===== src/include/asp_cfg.svh =====
`ifndef ASP_CFG_SVH
`define ASP_CFG_SVH
// frame layout
`define ASP_FRAME_BITS 16
`define ASP_LEAD_ZEROS 4
`define ASP_RESULT_BITS 12
`define ASP_CNT_W 5
// power-down entry window on falling edge count
`define ASP_PD_LO 4
`define ASP_PD_HI 11
// power-up time in ns, host clock in MHz
`define ASP_PWRUP_NS 4330
`define ASP_CLK_MHZ 50
`define ASP_PWRUP_CYC ((`ASP_PWRUP_NS * `ASP_CLK_MHZ + 999) / 1000)
// quiet time in ns (plain default)
`define ASP_QUIET_NS 100
`define ASP_QUIET_CYC ((`ASP_QUIET_NS * `ASP_CLK_MHZ + 999) / 1000)
// autonomous conversion wait
`define ASP_CONV_NS 3300
`define ASP_CONV_CYC ((`ASP_CONV_NS * `ASP_CLK_MHZ + 999) / 1000)
// host serial clock divider half period, 50/(2*2)=12.5 MHz below 15 MHz
`define ASP_SCLK_HALF 2
// internal oscillator conversion length in link clocks
`define ASP_AUTO_CONV 40
`endif


===== src/include/asp_pkg.sv =====
package asp_pkg;
    typedef logic [11:0] asp_result_t;
    typedef logic [4:0] asp_cnt_t;
    typedef enum logic {ASP_AUTO, ASP_CLOCKED} asp_mode_e;
    typedef enum logic [1:0] {ASP_CMD_READ, ASP_CMD_PDOWN, ASP_CMD_WAKE, ASP_CMD_AUTO} asp_cmd_e;
endpackage


===== src/include/asp_link_if.sv =====
`timescale 1ns/1ns
`default_nettype none
interface asp_link_if;
    logic cs_n;
    logic sclk;
    logic convert_start_n;
    logic sdo;
    logic sdo_oe;
    modport dev (input cs_n, input sclk, input convert_start_n, output sdo, output sdo_oe);
    modport host (output cs_n, output sclk, output convert_start_n, input sdo, input sdo_oe);
endinterface
`default_nettype wire


===== src/verilog/asp_sync2.sv =====
`timescale 1ns/1ns
`default_nettype none
module asp_sync2 (
    input wire logic clk,
    input wire logic arst_n,
    input wire logic d,
    output logic q
);
    logic meta;
    always_ff @(posedge clk or negedge arst_n) begin
        if (!arst_n) begin
            meta <= 1'b0;
            q <= 1'b0;
        end else begin
            meta <= d;
            q <= meta;
        end
    end
endmodule // asp_sync2
`default_nettype wire


===== src/verilog/asp_host.sv =====
`timescale 1ns/1ns
`default_nettype none
`include "asp_cfg.svh"
module asp_host (
    input wire logic clk_sys,
    input wire logic arst_n,
    asp_link_if.host link,
    input wire logic cmd_valid,
    input wire asp_pkg::asp_cmd_e cmd,
    output logic cmd_ready,
    output logic data_valid,
    output asp_pkg::asp_result_t data
);
    import asp_pkg::*;
    typedef enum logic [2:0] {H_IDLE, H_CONV, H_FRAME, H_QUIET} asp_hstate_e;
    asp_hstate_e st;
    asp_cmd_e cur;
    logic [7:0] wait_cnt;
    logic [1:0] div;
    asp_cnt_t edges;
    logic [15:0] rx;
    logic sdo_s;
    asp_sync2 u_sync (.clk(clk_sys), .arst_n(arst_n), .d(link.sdo), .q(sdo_s));
    function automatic asp_cnt_t frame_len(input asp_cmd_e c);
        // 8-clock burst for power-down, full frame otherwise
        frame_len = (c == ASP_CMD_PDOWN) ? 5'd8 : 5'(`ASP_FRAME_BITS);
    endfunction
    always_ff @(posedge clk_sys or negedge arst_n) begin
        if (!arst_n) begin
            st <= H_IDLE;
            cur <= ASP_CMD_READ;
            wait_cnt <= '0;
            div <= '0;
            edges <= '0;
            rx <= '0;
            link.cs_n <= 1'b1;
            link.sclk <= 1'b0;
            link.convert_start_n <= 1'b1;
            cmd_ready <= 1'b0;
            data_valid <= 1'b0;
            data <= '0;
        end else begin
            data_valid <= 1'b0;
            unique case (st)
                H_IDLE: begin
                    cmd_ready <= 1'b1;
                    if (cmd_valid && cmd_ready) begin
                        cmd_ready <= 1'b0;
                        cur <= cmd;
                        edges <= '0;
                        div <= '0;
                        if (cmd == ASP_CMD_AUTO) begin
                            link.convert_start_n <= 1'b0;
                            wait_cnt <= 8'(`ASP_CONV_CYC);
                            st <= H_CONV;
                        end else begin
                            // convert held low so sclk selects clocked mode
                            link.convert_start_n <= 1'b0;
                            link.cs_n <= 1'b0;
                            st <= H_FRAME;
                        end
                    end
                end
                H_CONV: begin
                    if (wait_cnt != '0) begin
                        wait_cnt <= wait_cnt - 8'd1;
                    end else begin
                        link.convert_start_n <= 1'b1;
                        link.cs_n <= 1'b0;
                        st <= H_FRAME;
                    end
                end
                H_FRAME: begin
                    div <= div + 2'd1;
                    if (div == 2'(`ASP_SCLK_HALF - 1)) begin
                        div <= '0;
                        if (edges == frame_len(cur)) begin
                            link.cs_n <= 1'b1;
                            link.convert_start_n <= 1'b1;
                            wait_cnt <= 8'(`ASP_QUIET_CYC);
                            data <= rx[11:0];
                            data_valid <= (cur != ASP_CMD_PDOWN);
                            st <= H_QUIET;
                        end else if (link.sclk) begin
                            link.sclk <= 1'b0;
                            edges <= edges + 5'd1;
                            // msb first; synced bit stood through the high phase
                            rx <= {rx[14:0], sdo_s};
                        end else begin
                            link.sclk <= 1'b1;
                        end
                    end
                end
                H_QUIET: begin
                    if (wait_cnt != '0) begin
                        wait_cnt <= wait_cnt - 8'd1;
                    end else begin
                        st <= H_IDLE;
                    end
                end
                default: st <= H_IDLE;
            endcase
        end
    end
endmodule // asp_host
`default_nettype wire


===== src/flat_wrapper.sv =====
// flat-port wrapper written by rule: the top's interface ports become plain ports
module asp_host_flat import asp_pkg::*;
  (clk_sys, arst_n, cmd_valid, cmd, cmd_ready, data_valid, data, link_cs_n, link_sclk, link_convert_start_n, link_sdo, link_sdo_oe);
  asp_link_if link_i ();
  input wire logic clk_sys;
  input wire logic arst_n;
  input wire logic cmd_valid;
  input wire asp_pkg::asp_cmd_e cmd;
  output logic cmd_ready;
  output logic data_valid;
  output asp_pkg::asp_result_t data;
  output wire logic [$bits(link_i.cs_n)-1:0] link_cs_n;
  output wire logic [$bits(link_i.sclk)-1:0] link_sclk;
  output wire logic [$bits(link_i.convert_start_n)-1:0] link_convert_start_n;
  input wire logic [$bits(link_i.sdo)-1:0] link_sdo;
  input wire logic [$bits(link_i.sdo_oe)-1:0] link_sdo_oe;
  assign link_cs_n = link_i.cs_n;
  assign link_sclk = link_i.sclk;
  assign link_convert_start_n = link_i.convert_start_n;
  assign link_i.sdo = link_sdo;
  assign link_i.sdo_oe = link_sdo_oe;
  asp_host u_core (.clk_sys(clk_sys), .arst_n(arst_n), .link(link_i), .cmd_valid(cmd_valid), .cmd(cmd), .cmd_ready(cmd_ready), .data_valid(data_valid), .data(data));
endmodule

===== config.mk =====
export PLATFORM = sky130hd
export DESIGN_NAME = asp_host_flat
export DESIGN_NICKNAME = d
export VERILOG_FILES = /design/src/include/asp_pkg.sv /design/src/include/asp_link_if.sv /design/src/verilog/asp_sync2.sv /design/src/verilog/asp_host.sv /design/src/flat_wrapper.sv
export VERILOG_INCLUDE_DIRS = /design/src /design/src/include
export SDC_FILE = /design/constraint.sdc
export NUM_CORES = 1
export LEC_CHECK = 0
export BUFFER_PORTS_ARGS = -buffer_cell sky130_fd_sc_hd__buf_2
export CAP_MARGIN = 5
export CORE_MARGIN = 4
export CORE_UTILIZATION = 35
export CTS_CLUSTER_SIZE = 40
export DETAILED_ROUTE_END_ITERATION = 6
export GPL_ROUTABILITY_DRIVEN = 1
export PLACE_DENSITY = 0.54
export SETUP_SLACK_MARGIN = 0.05
export SLEW_MARGIN = 5
export SYNTH_ARGS = -nofsm -noshare
export SYNTH_HDL_FRONTEND = slang
export SYNTH_SLANG_ARGS = --single-unit

===== constraint.sdc =====
create_clock -name clk_sys -period 3.15 [get_ports clk_sys]
set_input_delay 0.4725 -clock clk_sys [delete_from_list [all_inputs] [get_ports clk_sys]]
set_output_delay 0.4725 -clock clk_sys [all_outputs]
set_load 0.05 [all_outputs]

Word-level counts from Yosys, hierarchy flattened

Index checks and enable logic that the tools add are counted.

Bits in registers: 51

Bitwise logic cells: 1
Mux-type cells: 36
Equal/unequal tests: 18
Reduce and logical (&&, ||, !) cells: 17
Add/subtract/negate cells: 3

Operators by type and width:

| operator                                                                 | number |
|---|---|
| 8-bit two-way mux                                                        | 5 |
| 5-bit two-way mux                                                        | 5 |
| 8-bit case mux with 3 select lines                                       | 1 |
| 3-bit two-way mux                                                        | 5 |
| 5-bit AND reduction                                                      | 3 |
| 2-bit by 1-bit inequality test with 1-bit output (second input constant) | 7 |
| 1-bit two-way mux                                                        | 12 |
| 3-bit case mux with 4 select lines                                       | 1 |
| 6-bit AND reduction                                                      | 2 |
| 5-bit case mux with 2 select lines                                       | 1 |
| 2-bit inequality test (second input constant)                            | 4 |
| 8-bit nonzero test                                                       | 1 |
| 8-bit by 1-bit subtractor with 8-bit output (second input constant)      | 1 |
| 3-bit by 2-bit == test with 1-bit output (second input constant)         | 2 |
| 2-bit two-way mux                                                        | 3 |
| 1-bit case mux with 3 select lines                                       | 2 |
| 3-bit AND reduction                                                      | 2 |
| 3-bit nonzero test                                                       | 2 |
| 5-bit by 1-bit adder with 5-bit output (second input constant)           | 1 |
| 5-bit == test                                                            | 1 |
| 2-bit by 1-bit == test with 1-bit output (second input constant)         | 2 |
| 2-bit case mux with 2 select lines                                       | 1 |
| 2-bit AND reduction                                                      | 2 |
| 4-bit AND reduction                                                      | 1 |
| 8 further kinds                                                          | 8 |

Longest topological paths before layout

Gate-level depths: netlist of the first run.

Depth after elaboration: 6
Mapped depth: 9
Depth with buffers taken out: 7

Hierarchy

A second synthesis of the first run with hierarchy kept.

Cell total of the unflattened synthesis: 210
Area total of the unflattened synthesis: 2,469.9 µm²

Modules (own cells, without submodules):

| module    | cells an instance | instances | area an instance (µm²) | seq. area each (µm²) |
|---|---|---|---|---|
| asp_host  | 208               | 1         | 2,419.8                | 1,203.7 |
| asp_sync2 | 2                 | 1         | 50.0                   | 50.0 |

Worst setup path before layout of the first run

OpenSTA, ideal clock, no wires.

Kind: register to register
Start point: reg u_core.st[0]
End point: reg u_core.edges[2]
Data arrival time: 1,857 ps
Required time: 3,026 ps
Path buffers: 2
Setup time: 124 ps
Slack: 1,170 ps
Stages on the path, launching flop included: 10
Path through: dfrtp_1 -> clkbuf_1 -> inv_1 -> ha_1 -> buf_2 -> nor2_1 -> a2111oi_2 -> o31ai_1 -> xor2_1 -> nor2_1

Longest elaborated chain between the ends: 3
Elaborated cells between the ends (all ways): 9

RTL lines:

| item                                                                                            | line           | source |
|---|---|---|
| from (decl)                                                                                     | asp_host.sv:16 | `asp_hstate_e st;` |
| from (signal assigned)                                                                          | asp_host.sv:30 | `st <= H_IDLE;` |
| from (signal assigned)                                                                          | asp_host.sv:55 | `st <= H_CONV;` |
| from (signal assigned)                                                                          | asp_host.sv:60 | `st <= H_FRAME;` |
| 3-bit by 2-bit == test with 1-bit output or 3-bit zero test (tied branches)                     | asp_host.sv:44 | `unique case (st)` |
| 2-bit by 1-bit inequality test with 1-bit output (no source line), or another cell as far along | n/a            |  |
| 5-bit AND reduction (no source line)                                                            | n/a            |  |
| to (signal assigned)                                                                            | asp_host.sv:86 | `edges <= edges + 5'd1;` |
| to (decl)                                                                                       | asp_host.sv:20 | `asp_cnt_t edges;` |

Parallel ways exist; a longest one is shown, timed or not.
A chain may end at the register's enable or synchronous reset.

Final worst setup path of the first run

Start point: reg u_core.st[0]
End point: reg u_core.st[0]

Longest elaborated chain between the ends: 3
Elaborated cells between the ends (all ways): 11

RTL lines:

| item                                                                                                       | line |
|---|---|
| 3-bit by 2-bit == test with 1-bit output, or another cell as far along                                     | asp_host.sv:44 |
| 2-bit inequality test (no source line) or 2-bit by 1-bit inequality test with 1-bit output (tied branches) | n/a |
| 5-bit AND reduction (no source line)                                                                       | n/a |

Parallel ways exist; a longest one is shown, timed or not.

==> impl_metrics.py, run 1 <==
metrics = {
    "final_layout": {
        "final_cells": 349,
        "n_antenna_cell": 0,
        "area_delta_synth_final_pct": 12.0,
        "fill_cells": 721,
        "layout_common_cells": "dfrtp_1, buf_2, nor2_1",
        "fin_util_pct": 40.3,
        "nets": 265,
        "drive_gt1_share_pct": 30.8,
        "layout_commonest_cell": "dfrtp_1",
    },
    "synth": {
        "syn_area_per_cell_um2": 11.7,
        "synth_edf_count": 0,
        "ys_async_sr_fraction_pct": 100,
        "synthesis.nets": 239,
        "syn_area_um2": 2610,
        "synthDistinctLibCells": 61,
        "synth_seq_cells": 50,
        "syn_inst": 223,
        "ys_seq_area_share_pct": 48.1,
        "ys.flop_type": "dfrtp_1",
        "synth_warnings": 0,
    },
    "cts": {
        "cts_tree": "done",
        "cts_buffers": 5,
        "clkLatencyLatePin_ns": 0.30,
        "post_cts_buffers": 0,
        "clk_pin_slew_ns": 0.10,
        "clock_sinks": 50,
        "cts_resized": 0,
        "htree_levels": 2,
        "cts-root-buf": "clkbuf_8",
        "clk_path_buf_depth": 2,
        "postCtsHoldBufs": 0,
    },
    "global_routing": {
        "grt_pass1_wl_um": 8420,
        "grt_pass1_vias": 1750,
        "grt_max_degree": 31,
        "grt_overflow": 0,
        "track_usage_pct": 11.8,
        "antenna_found_initial": 0,
    },
    "placed_design": {
        "dp_slack_ns": 0.701,
        "port_buffers": 22,
        "dp_cells": 341,
        "gp_congestion": 0.748,
        "dp_hpwl_um": 3520,
    },
    "timing": {
        "fin_setup_tns_ns": 0,
        "slew_headroom_pct": 50.3,
        "rsz0062_at_grt": "false",
        "worstMarginPinSlew_ns": 0.741,
        "fin_skew_ns": 0.00879,
        "finalSetupViolCount": 0,
        "post-route-period-util_pct": 78.2,
        "slew_viol_final": 0,
        "hold_violations": 0,
        "clock.fmax_ghz": 0.406,
        "timing.final.ws_setup_ns": 0.687,
        "fin_crit_ns": 2.46,
    },
    "die": {
        "rows": 31,
        "die_x_um": 94.3,
        "dieArea_um2": 8890,
        "die_h_um": 94.3,
        "boundaryPins": 24,
        "initial_core_util_pct": 35.9,
        "core_um2": 7250,
    },
    "route": {
        "drt_iter0_drc": 76,
        "wl_per_cell_um": 14.0,
        "routed_wl_um": 4880,
        "viasPerCell": 5.17,
        "vias": 1803,
        "drcViolationCount": 0,
        "ant_nets": 0,
        "first_pass_iters": 5,
    },
    "min_path": {
        "hp-class": "input port to asynchronous set/reset pin",
    },
    "critical_path": {
        "critPathCaptureType": "register",
        "crit_required_ns": 3.35,
        "arrival_ns": 2.66,
        "worstSetupPathType": "register to register",
        "critPathMaxFanout": 12,
        "worstSetupStartpointType": "register",
    },
    "power": {
        "power_per_cell_area_nw_per_um2": 854,
        "power.total_mw": 2.49,
        "p_leak_nw": 1.33,
        "peakVddDrop_mv": 0.518,
    },
    "run_status": {
        "status": "complete, no violations",
    },
    "job": {
        "drv_cap": 0,
    },
}
==> final timing paths <==
| check | from | endpoint | slack [ns] | cells after the start |
|---|---|---|---|---|
| max | u_core.st[0] | u_core.st[0] | 0.69 | 6 |
| min | arst_n | u_core.data[5] | 0.20 | 1 |
| max reg2reg | u_core.st[0] | u_core.st[0] | 0.69 | 6 |
| min reg2reg | u_core.u_sync.meta | u_core.u_sync.q | 0.36 | 0 |
| max in group asynchronous | arst_n | u_core.rx[8] | 2.21 | 2 |
| min in group clk_sys | link_sdo | u_core.u_sync.meta | 0.27 | 1 |
==> layer usage <==
layer	share of wire, %	global-route usage (%)
met4	0.82	2.53
met5	0	0
met1	49	16.1
met3	4.0	2.88
met2	46	18.9
==> cell families after synthesis <==
family,share of synthesized area (%)
compound gates,11.8
buf+inv,2.83
xor+xnor,1.01
mux,14.7
simple gates,17.2
fa+ha+maj,4.32
flops,48.1
==> registers in the layout (all words and copies together) (netlist names), 2 cells and up <==
register	count
u_core.cur	2
u_core.div	2
u_core.wait_cnt	8
u_core.edges	5
u_core.rx	12
u_core.data	12
u_core.st	2
==> layout make-up <==
class                   count  area, um2  area share (%)
repair buffers             26        140            4.80
inverters                   9       33.8            1.16
flip-flops and latches     50       1250            42.9
clock inverters             3       21.3           0.728
multi-input cells         157       1280            43.8
well taps                  99        124            4.24
clock buffers               5       68.8            2.36
==> power breakdown <==
part,leakage (nW),internal [mW],switching (mW),total [mW]
Combinational,0.639,0.457,0.687,1.14
Sequential,0.651,0.804,0.168,0.972
Clock,0.0441,0.157,0.221,0.378
Total,1.33,1.42,1.08,2.49
==> synth_stat cells (2+ instances only) <==
cell type  number  area share, %
dfstp_2         2            2.0
nand3b_1        2           0.58
mux2_4         10            5.8
a21o_1          3           0.86
nand2_1        13            1.9
a21oi_1         5           0.96
nor2_1         20            2.9
ha_1            9            4.3
o21ai_0         4           0.77
nor4b_1         2           0.67
buf_2           2           0.38
clkbuf_1        3           0.43
o21a_1          2           0.58
o31ai_1         8            2.3
dfrtp_1        48             46
mux2i_1         2           0.77
nand4_1         4           0.96
inv_1           8            1.2
a211oi_1        3           0.86
nand2b_1        2           0.48
nor3_1          5           0.96
nand3_1         3           0.58
a2bb2oi_1       2           0.67
nor4_1          3           0.72
nand4b_1        2           0.67
and3_1          2           0.48
xor2_1          2           0.67
mux2_2         19            8.2
==> through the flow <==
stage | instance area (um2) | hold slack, ns
after CTS | 2920 | 0.220
after global routing | 2920 | 0.247
after floorplan | 2610 | 0.177
final | 2920 | 0.204
after global placement | 2830 | 0.338
after detailed placement | 2830 | 0.343
==> critical path: stages, from the launching register on <==
cell      delay, ns
dfrtp_1        0.50
inv_1          0.23
ha_1           0.50
clkinv_1       0.36
a21o_1         0.29
nand3_1        0.13
mux2_2         0.34
No activity file was read; power rests on OpenSTA's default activity.
==> run 2: changes to the inputs <==
==> constraint.sdc (replaced) <==
create_clock -name clk_sys -period 2.5 [get_ports clk_sys]
set_input_delay 0.375 -clock clk_sys [delete_from_list [all_inputs] [get_ports clk_sys]]
set_output_delay 0.375 -clock clk_sys [all_outputs]
set_load 0.05 [all_outputs]
==> run 2 against run 1 <==
Net effect:
- critical path depth increased by 2
- power increased by 30%
- non-clock buffer count increased by 6
- clock skew increased by 0.0062 ns
- utilization increased by 0.90 points
- setup slack got worse by 0.29 ns
- first-iteration DRC count increased by 16%
- final cell count increased by 1.7%
- via count decreased by 1.4%
- clock power increased by 38%
- highest routed layer unchanged
==> impl_metrics.py, run 2 (synthesis results as in run 1) <==
metrics = {
    "critical_path": {
        "ff2ff_path_depth": 8,
        "rr_startpoint": "u_core.st[1]",
        "critPathCaptureType": "register",
        "r2r_setup_slack_ns": 0.40,
        "worstSetupPathType": "register to register",
        "worstSetupStartpointType": "register",
        "critPathMaxFanout": 9,
        "arrival_ns": 2.30,
        "rr_endpoint": "u_core.edges[2]",
        "crit_required_ns": 2.70,
    },
    "power": {
        "peakVddDrop_mv": 0.671,
        "power_per_cell_area_nw_per_um2": 1090,
        "p_seq_share_pct": 37.1,
        "power_frac_clock_pct": 16.0,
        "p_leak_nw": 1.37,
        "comb_power_share_pct": 46.9,
        "p_sw_mw": 1.38,
        "power.total_mw": 3.25,
        "p_sw_share_pct": 42.6,
        "p_int_mw": 1.86,
    },
    "final_layout": {
        "n_antenna_cell": 0,
        "area_delta_synth_final_pct": 14.5,
        "layout_commonest_cell": "dfrtp_1",
        "multiInputGateArea_um2": 1280,
        "drive_gt1_share_pct": 32.4,
        "nets": 271,
        "layout_common_cells": "dfrtp_1, buf_2, nor2_1",
        "fill_cells": 733,
        "final_area_um2": 2990,
        "top_regs": "u_core.data: 12 flops, u_core.rx: 12 flops, u_core.wait_cnt: 8 flops",
        "register_area_um2": 1250,
    },
    "global_routing": {
        "gr-usage-met2_pct": 18.0,
        "antenna_found_initial": 0,
        "grt_overflow": 0,
        "grt_pass1_vias": 1755,
        "grt.busiest_layer": "met2",
        "track_usage_pct": 11.8,
        "grt_max_degree": 51,
        "grt_pass1_wl_um": 8380,
        "grtUsageMet3_pct": 2.40,
        "grt_util_met1_pct": 16.9,
    },
    "cts": {
        "cts_tree": "done",
        "clock_sinks": 50,
        "postCtsHoldBufs": 0,
        "cts_buffers": 5,
        "clk_pin_slew_ns": 0.11,
        "post_cts_buffers": 0,
        "clk_path_buf_depth": 2,
        "cts_resized": 0,
        "htree_levels": 2,
        "cts-root-buf": "clkbuf_8",
        "clkLatencyLatePin_ns": 0.31,
    },
    "route": {
        "first_pass_iters": 4,
        "ant_nets": 0,
        "viasPerCell": 5.01,
        "routed_wl_um": 4810,
        "drcViolationCount": 0,
        "vias": 1777,
        "wl_per_cell_um": 13.5,
        "drt_iter0_drc": 88,
    },
    "timing": {
        "slew_viol_final": 0,
        "fin_crit_ns": 2.10,
        "fin_setup_tns_ns": 0,
        "worstMarginPinSlew_ns": 0.617,
        "post-route-period-util_pct": 84.1,
        "finalSetupViolCount": 0,
        "hold_violations": 0,
        "slew_headroom_pct": 58.9,
        "fin_hold_ws_ns": 0.157,
        "fin_skew_ns": 0.0150,
        "rsz0062_at_grt": "false",
        "clock.fmax_ghz": 0.476,
    },
    "placed_design": {
        "placed_area_um2": 2890,
        "port_buffers": 22,
        "gp_congestion": 0.768,
        "dp_hpwl_um": 3380,
    },
    "die": {
        "die_x_um": 94.3,
        "core_um2": 7250,
        "dieArea_um2": 8890,
        "rows": 31,
        "die_h_um": 94.3,
        "initial_core_util_pct": 35.9,
        "boundaryPins": 24,
    },
    "min_path": {
        "hp-class": "input port to asynchronous set/reset pin",
    },
    "job": {
        "drv_cap": 0,
    },
    "run_status": {
        "status": "complete, no violations",
    },
}
## run 2: cell types whose count changed in the layout (fill, tap and decap cells not counted)
cell	delta
buf_4	+5
buf_12	+1
clkinv_2	-1
clkinvlp_4	-1
inv_6	+1
inv_8	+1
## run 2: power by group through the flow
stage          Combinational (mW)  Clock (mW)  Sequential (mW)
2_1_floorplan                1.03           0             1.32
3_3_place_gp                 1.53           0             1.22
3_5_place_dp                 1.53           0             1.22
4_1_cts                      1.54       0.536             1.21
5_1_grt                      1.69       0.574             1.24
6_report                     1.52       0.521             1.20
## run 2: worst max-delay path by stage
stage | slack (ns) | to | from
final | 0.40 | u_core.edges[2] | u_core.st[1]
after global routing | 0.21 | u_core.edges[2] | u_core.st[1]
after CTS | 0.39 | u_core.edges[2] | u_core.st[1]
after detailed placement | 0.41 | u_core.edges[2] | u_core.st[1]
after global placement | 0.44 | u_core.edges[2] | u_core.st[1]
after floorplan | 0.52 | u_core.edges[2] | u_core.st[0]
## run 2: metal layers
metal	wire length, um	share of wire, %
met1	2540	53
met2	2080	43
met3	131	2.7
met4	55	1.1
met5	0	0
## run 2: metrics by stage
stage	util [%]	std cells	setup WS (ns)
floorplan	-	223	0.520
global placement	39.8	347	0.438
detailed placement	39.8	347	0.414
finish	41.2	355	0.398
global route	41.2	355	0.211
CTS	41.2	355	0.390
## run 2: area by class of cell
class	instances	area share, %
clock buffers	5	2.31
clock inverters	3	0.964
inverters	9	1.13
multi-input cells	157	42.8
flip-flops and latches	50	42.0
well taps	99	4.15
repair buffers	32	6.62
## run 2: worst max-delay path, stage by stage, from the launching register on
cell and delay, ns:
dfrtp_1 0.46, inv_1 0.11, ha_1 0.31, a21boi_0 0.17
buf_4 0.17, a2111oi_2 0.41, o31ai_1 0.16, xor2_1 0.16
nor2_1 0.05
==> run 3: changes to the inputs <==
--- a/config.mk
+++ b/config.mk
@@ -6,6 +6,7 @@
 export SDC_FILE = /design/constraint.sdc
 export NUM_CORES = 1
 export LEC_CHECK = 0
+export ABC_AREA = 1
 export BUFFER_PORTS_ARGS = -buffer_cell sky130_fd_sc_hd__buf_2
 export CAP_MARGIN = 5
 export CORE_MARGIN = 4
@@ -13,7 +14,7 @@
 export CTS_CLUSTER_SIZE = 40
 export DETAILED_ROUTE_END_ITERATION = 6
 export GPL_ROUTABILITY_DRIVEN = 1
-export PLACE_DENSITY = 0.54
+export PLACE_DENSITY = 0.56
 export SETUP_SLACK_MARGIN = 0.05
 export SLEW_MARGIN = 5
 export SYNTH_ARGS = -nofsm -noshare
==> constraint.sdc (replaced) <==
create_clock -name clk_sys -period 1.9 [get_ports clk_sys]
set_input_delay 0.285 -clock clk_sys [delete_from_list [all_inputs] [get_ports clk_sys]]
set_output_delay 0.285 -clock clk_sys [all_outputs]
set_load 0.05 [all_outputs]
==> run 3 against run 2 <==
Net effect:
- utilization is 1.6 points higher
- routed wire length down 1.5%
- register-to-register slack got worse by 0.21 ns
- design area is 0.46% lower
- critical path depth is the same
- combinational power up 37%
- clock power is 19% higher
- clock-buffer cell count stayed put
- synthesized cell count rose by 44%
- worst hold slack got worse by 0.068 ns
- area after synthesis fell by 2.0%
- global-route usage shrank 0.16 points
- largest cell class is now flip-flops and latches
- highest routed layer unchanged
==> impl_metrics.py, run 3 <==
metrics = {
    "synth": {
        "ys.flop_type": "dfrtp_1",
        "synthDistinctLibCells": 24,
        "synth_common_cells": "nand2_1, dfrtp_1, inv_1, nor2_1, nand3_1",
        "synth_xor_area_share_pct": 1.71,
        "synth_seq_cells": 50,
        "synth_edf_count": 0,
        "syn_area_um2": 2550,
        "synth-compound-area-share_pct": 8.67,
        "synth_top_family_by_area": "simple AND/OR/NAND/NOR gates",
        "synth_top_area_share_pct": 47.0,
        "synth.most_common_cell": "nand2_1",
        "synth_top_cell_by_area": "dfrtp_1",
        "ys_seq_area_share_pct": 49.1,
        "synthesis.nets": 337,
        "synthMuxAreaShare_pct": 0,
        "syn_inst": 321,
        "synthTopCellsByArea": "dfrtp_1, nand2_1, inv_1, nand3_1, ha_1",
        "ys_async_sr_fraction_pct": 100,
        "syn_area_per_cell_um2": 7.96,
        "yosys.area_share.simple_pct": 27.6,
        "synth_fa_ha_area_share_pct": 4.41,
        "synth_warnings": 0,
    },
    "critical_path": {
        "worstSetupPathType": "register to register",
        "critPathCaptureType": "register",
        "crit_slowest_cell": "dfrtp_1",
        "arrival_ns": 1.89,
        "critPathMaxStageDelay_ns": 0.40,
        "critPathMaxFanout": 7,
        "crit_chain": "buf_4 > ha_1 > or2_2 > buf_4 > o21ai_0 > nand3_1 > nand2_1 > o21ai_0",
        "worstSetupStartpointType": "register",
        "crit_family": "simple AND/OR/NAND/NOR gates",
        "crit_required_ns": 2.08,
        "crit_buf_inv": 2,
    },
    "timing": {
        "clock.fmax_ghz": 0.584,
        "fin_hold_ws_ns": 0.0885,
        "fin_crit_ns": 1.71,
        "fin_setup_tns_ns": 0,
        "fin_skew_ns": 0.00660,
        "hold_violations": 0,
        "post-route-period-util_pct": 90.1,
        "worstMarginPinSlew_ns": 0.309,
        "finalSetupViolCount": 0,
        "timing.final.ws_setup_ns": 0.189,
        "slew_headroom_pct": 79.4,
        "rsz0062_at_grt": "false",
        "slew_viol_final": 0,
    },
    "final_layout": {
        "top_regs": "u_core.data: 12 flops, u_core.rx: 12 flops, u_core.wait_cnt: 8 flops",
        "n_antenna_cell": 0,
        "register_area_um2": 1250,
        "nets": 372,
        "drive_gt1_share_pct": 19.3,
        "area_delta_synth_final_pct": 16.4,
        "multiInputGateArea_um2": 1120,
        "fill_cells": 700,
        "layout_commonest_cell": "nand2_1",
        "layout_common_cells": "nand2_1, dfrtp_1, inv_1",
    },
    "cts": {
        "clk_path_buf_depth": 2,
        "cts-root-buf": "clkbuf_8",
        "clock_sinks": 50,
        "htree_levels": 2,
        "clkLatencyLatePin_ns": 0.30,
        "cts_buffers": 5,
        "clk_pin_slew_ns": 0.09,
        "cts_tree": "done",
    },
    "placed_design": {
        "port_buffers": 22,
        "gp_congestion": 0.810,
        "dp_slack_ns": 0.119,
        "dp_hpwl_um": 3320,
    },
    "die": {
        "die_h_um": 93.4,
        "boundaryPins": 24,
        "initial_core_util_pct": 36.8,
        "dieArea_um2": 8730,
        "rows": 30,
        "die_x_um": 93.4,
        "core_um2": 6940,
    },
    "route": {
        "drt_iter0_drc": 65,
        "ant_nets": 0,
        "routed_wl_um": 4730,
        "drcViolationCount": 0,
        "viasPerCell": 4.45,
        "first_pass_iters": 4,
        "vias": 2015,
        "wl_per_cell_um": 10.4,
    },
    "global_routing": {
        "grt_max_degree": 51,
        "grt_pass1_vias": 1846,
        "grt_overflow": 0,
        "grt_pass1_wl_um": 8340,
        "antenna_found_initial": 0,
        "track_usage_pct": 11.7,
    },
    "power": {
        "peakVddDrop_mv": 0.689,
        "p_leak_nw": 1.56,
        "power_per_cell_area_nw_per_um2": 1420,
    },
    "job": {
        "drv_cap": 0,
    },
    "run_status": {
        "status": "complete, no violations",
    },
    "min_path": {
        "hp-class": "input port to register",
    },
}
run 3: cell count changes after synthesis, sizes merged, moves of 7 or more:
cell / before / now
inv: 8 / 44
nor2: 20 / 32
o21ai: 6 / 25
o31ai: 8 / 0
nor3: 7 / 0
nand2: 14 / 109
nand3: 4 / 26
mux2: 29 / 0
run 3: routing by layer:
metal	vias to the layer above	global-route usage [%]	routed length [um]
li1	1061	-	-
met1	920	16.1	2420
met2	27	18.5	2090
met3	7	2.65	151
met4	0	2.93	71
met5	-	0	0
run 3: area by class of cell:
class	instances	share of cell area, %
sequential	50	42.2
multi-input combinational	220	37.6
timing repair buffer	35	7.62
inverter	44	5.56
tap	96	4.04
clock buffer	5	2.32
clock inverter	3	0.716
run 3: report_power, final:
part / switching, mW / internal (mW)
sequential: 0.182 / 1.32
clock: 0.362 / 0.259
combinational: 1.35 / 0.740
total: 1.90 / 2.32
run 3: logic make-up after synthesis:
kind of cell	Yosys count
AND/OR/NAND/NOR	172
XOR/XNOR	5
adder cells (fa/ha/maj)	9
AO/OA/AOI/OAI	34
buffers and inverters	51
flip-flops	50
run 3: final timing paths:
check,from,to,slack [ns],cells past startpoint
worst max-delay path,u_core.st[0],u_core.st[0],0.19,8
worst min-delay path,link_sdo,u_core.u_sync.meta,0.09,1
worst max register to register,u_core.st[0],u_core.st[0],0.19,8
worst min register to register,u_core.u_sync.meta,u_core.u_sync.q,0.36,0
max in group asynchronous,arst_n,u_core.link.convert_start_n,1.12,3
min in group asynchronous,arst_n,u_core.edges[2],0.50,3
run 3: stage by stage:
step / power, mW / utilization, % / instance area (um2) / std cells
3_5_place_dp: 3.53 / 40.8 / 2830 / 444
4_1_cts: 4.18 / 42.3 / 2930 / 453
3_3_place_gp: 3.50 / 40.8 / 2830 / 444
5_1_grt: 4.66 / 42.8 / 2970 / 453
2_1_floorplan: 2.96 / - / 2550 / 321
6_report: 4.22 / 42.8 / 2970 / 453
run 3: repair_timing:
item,4_1_cts,5_1_grt
setup buffers,0,0
hold buffers,1,0
hold endpoints to repair,48,0
setup endpoints to repair,0,35
resized for setup,0,10
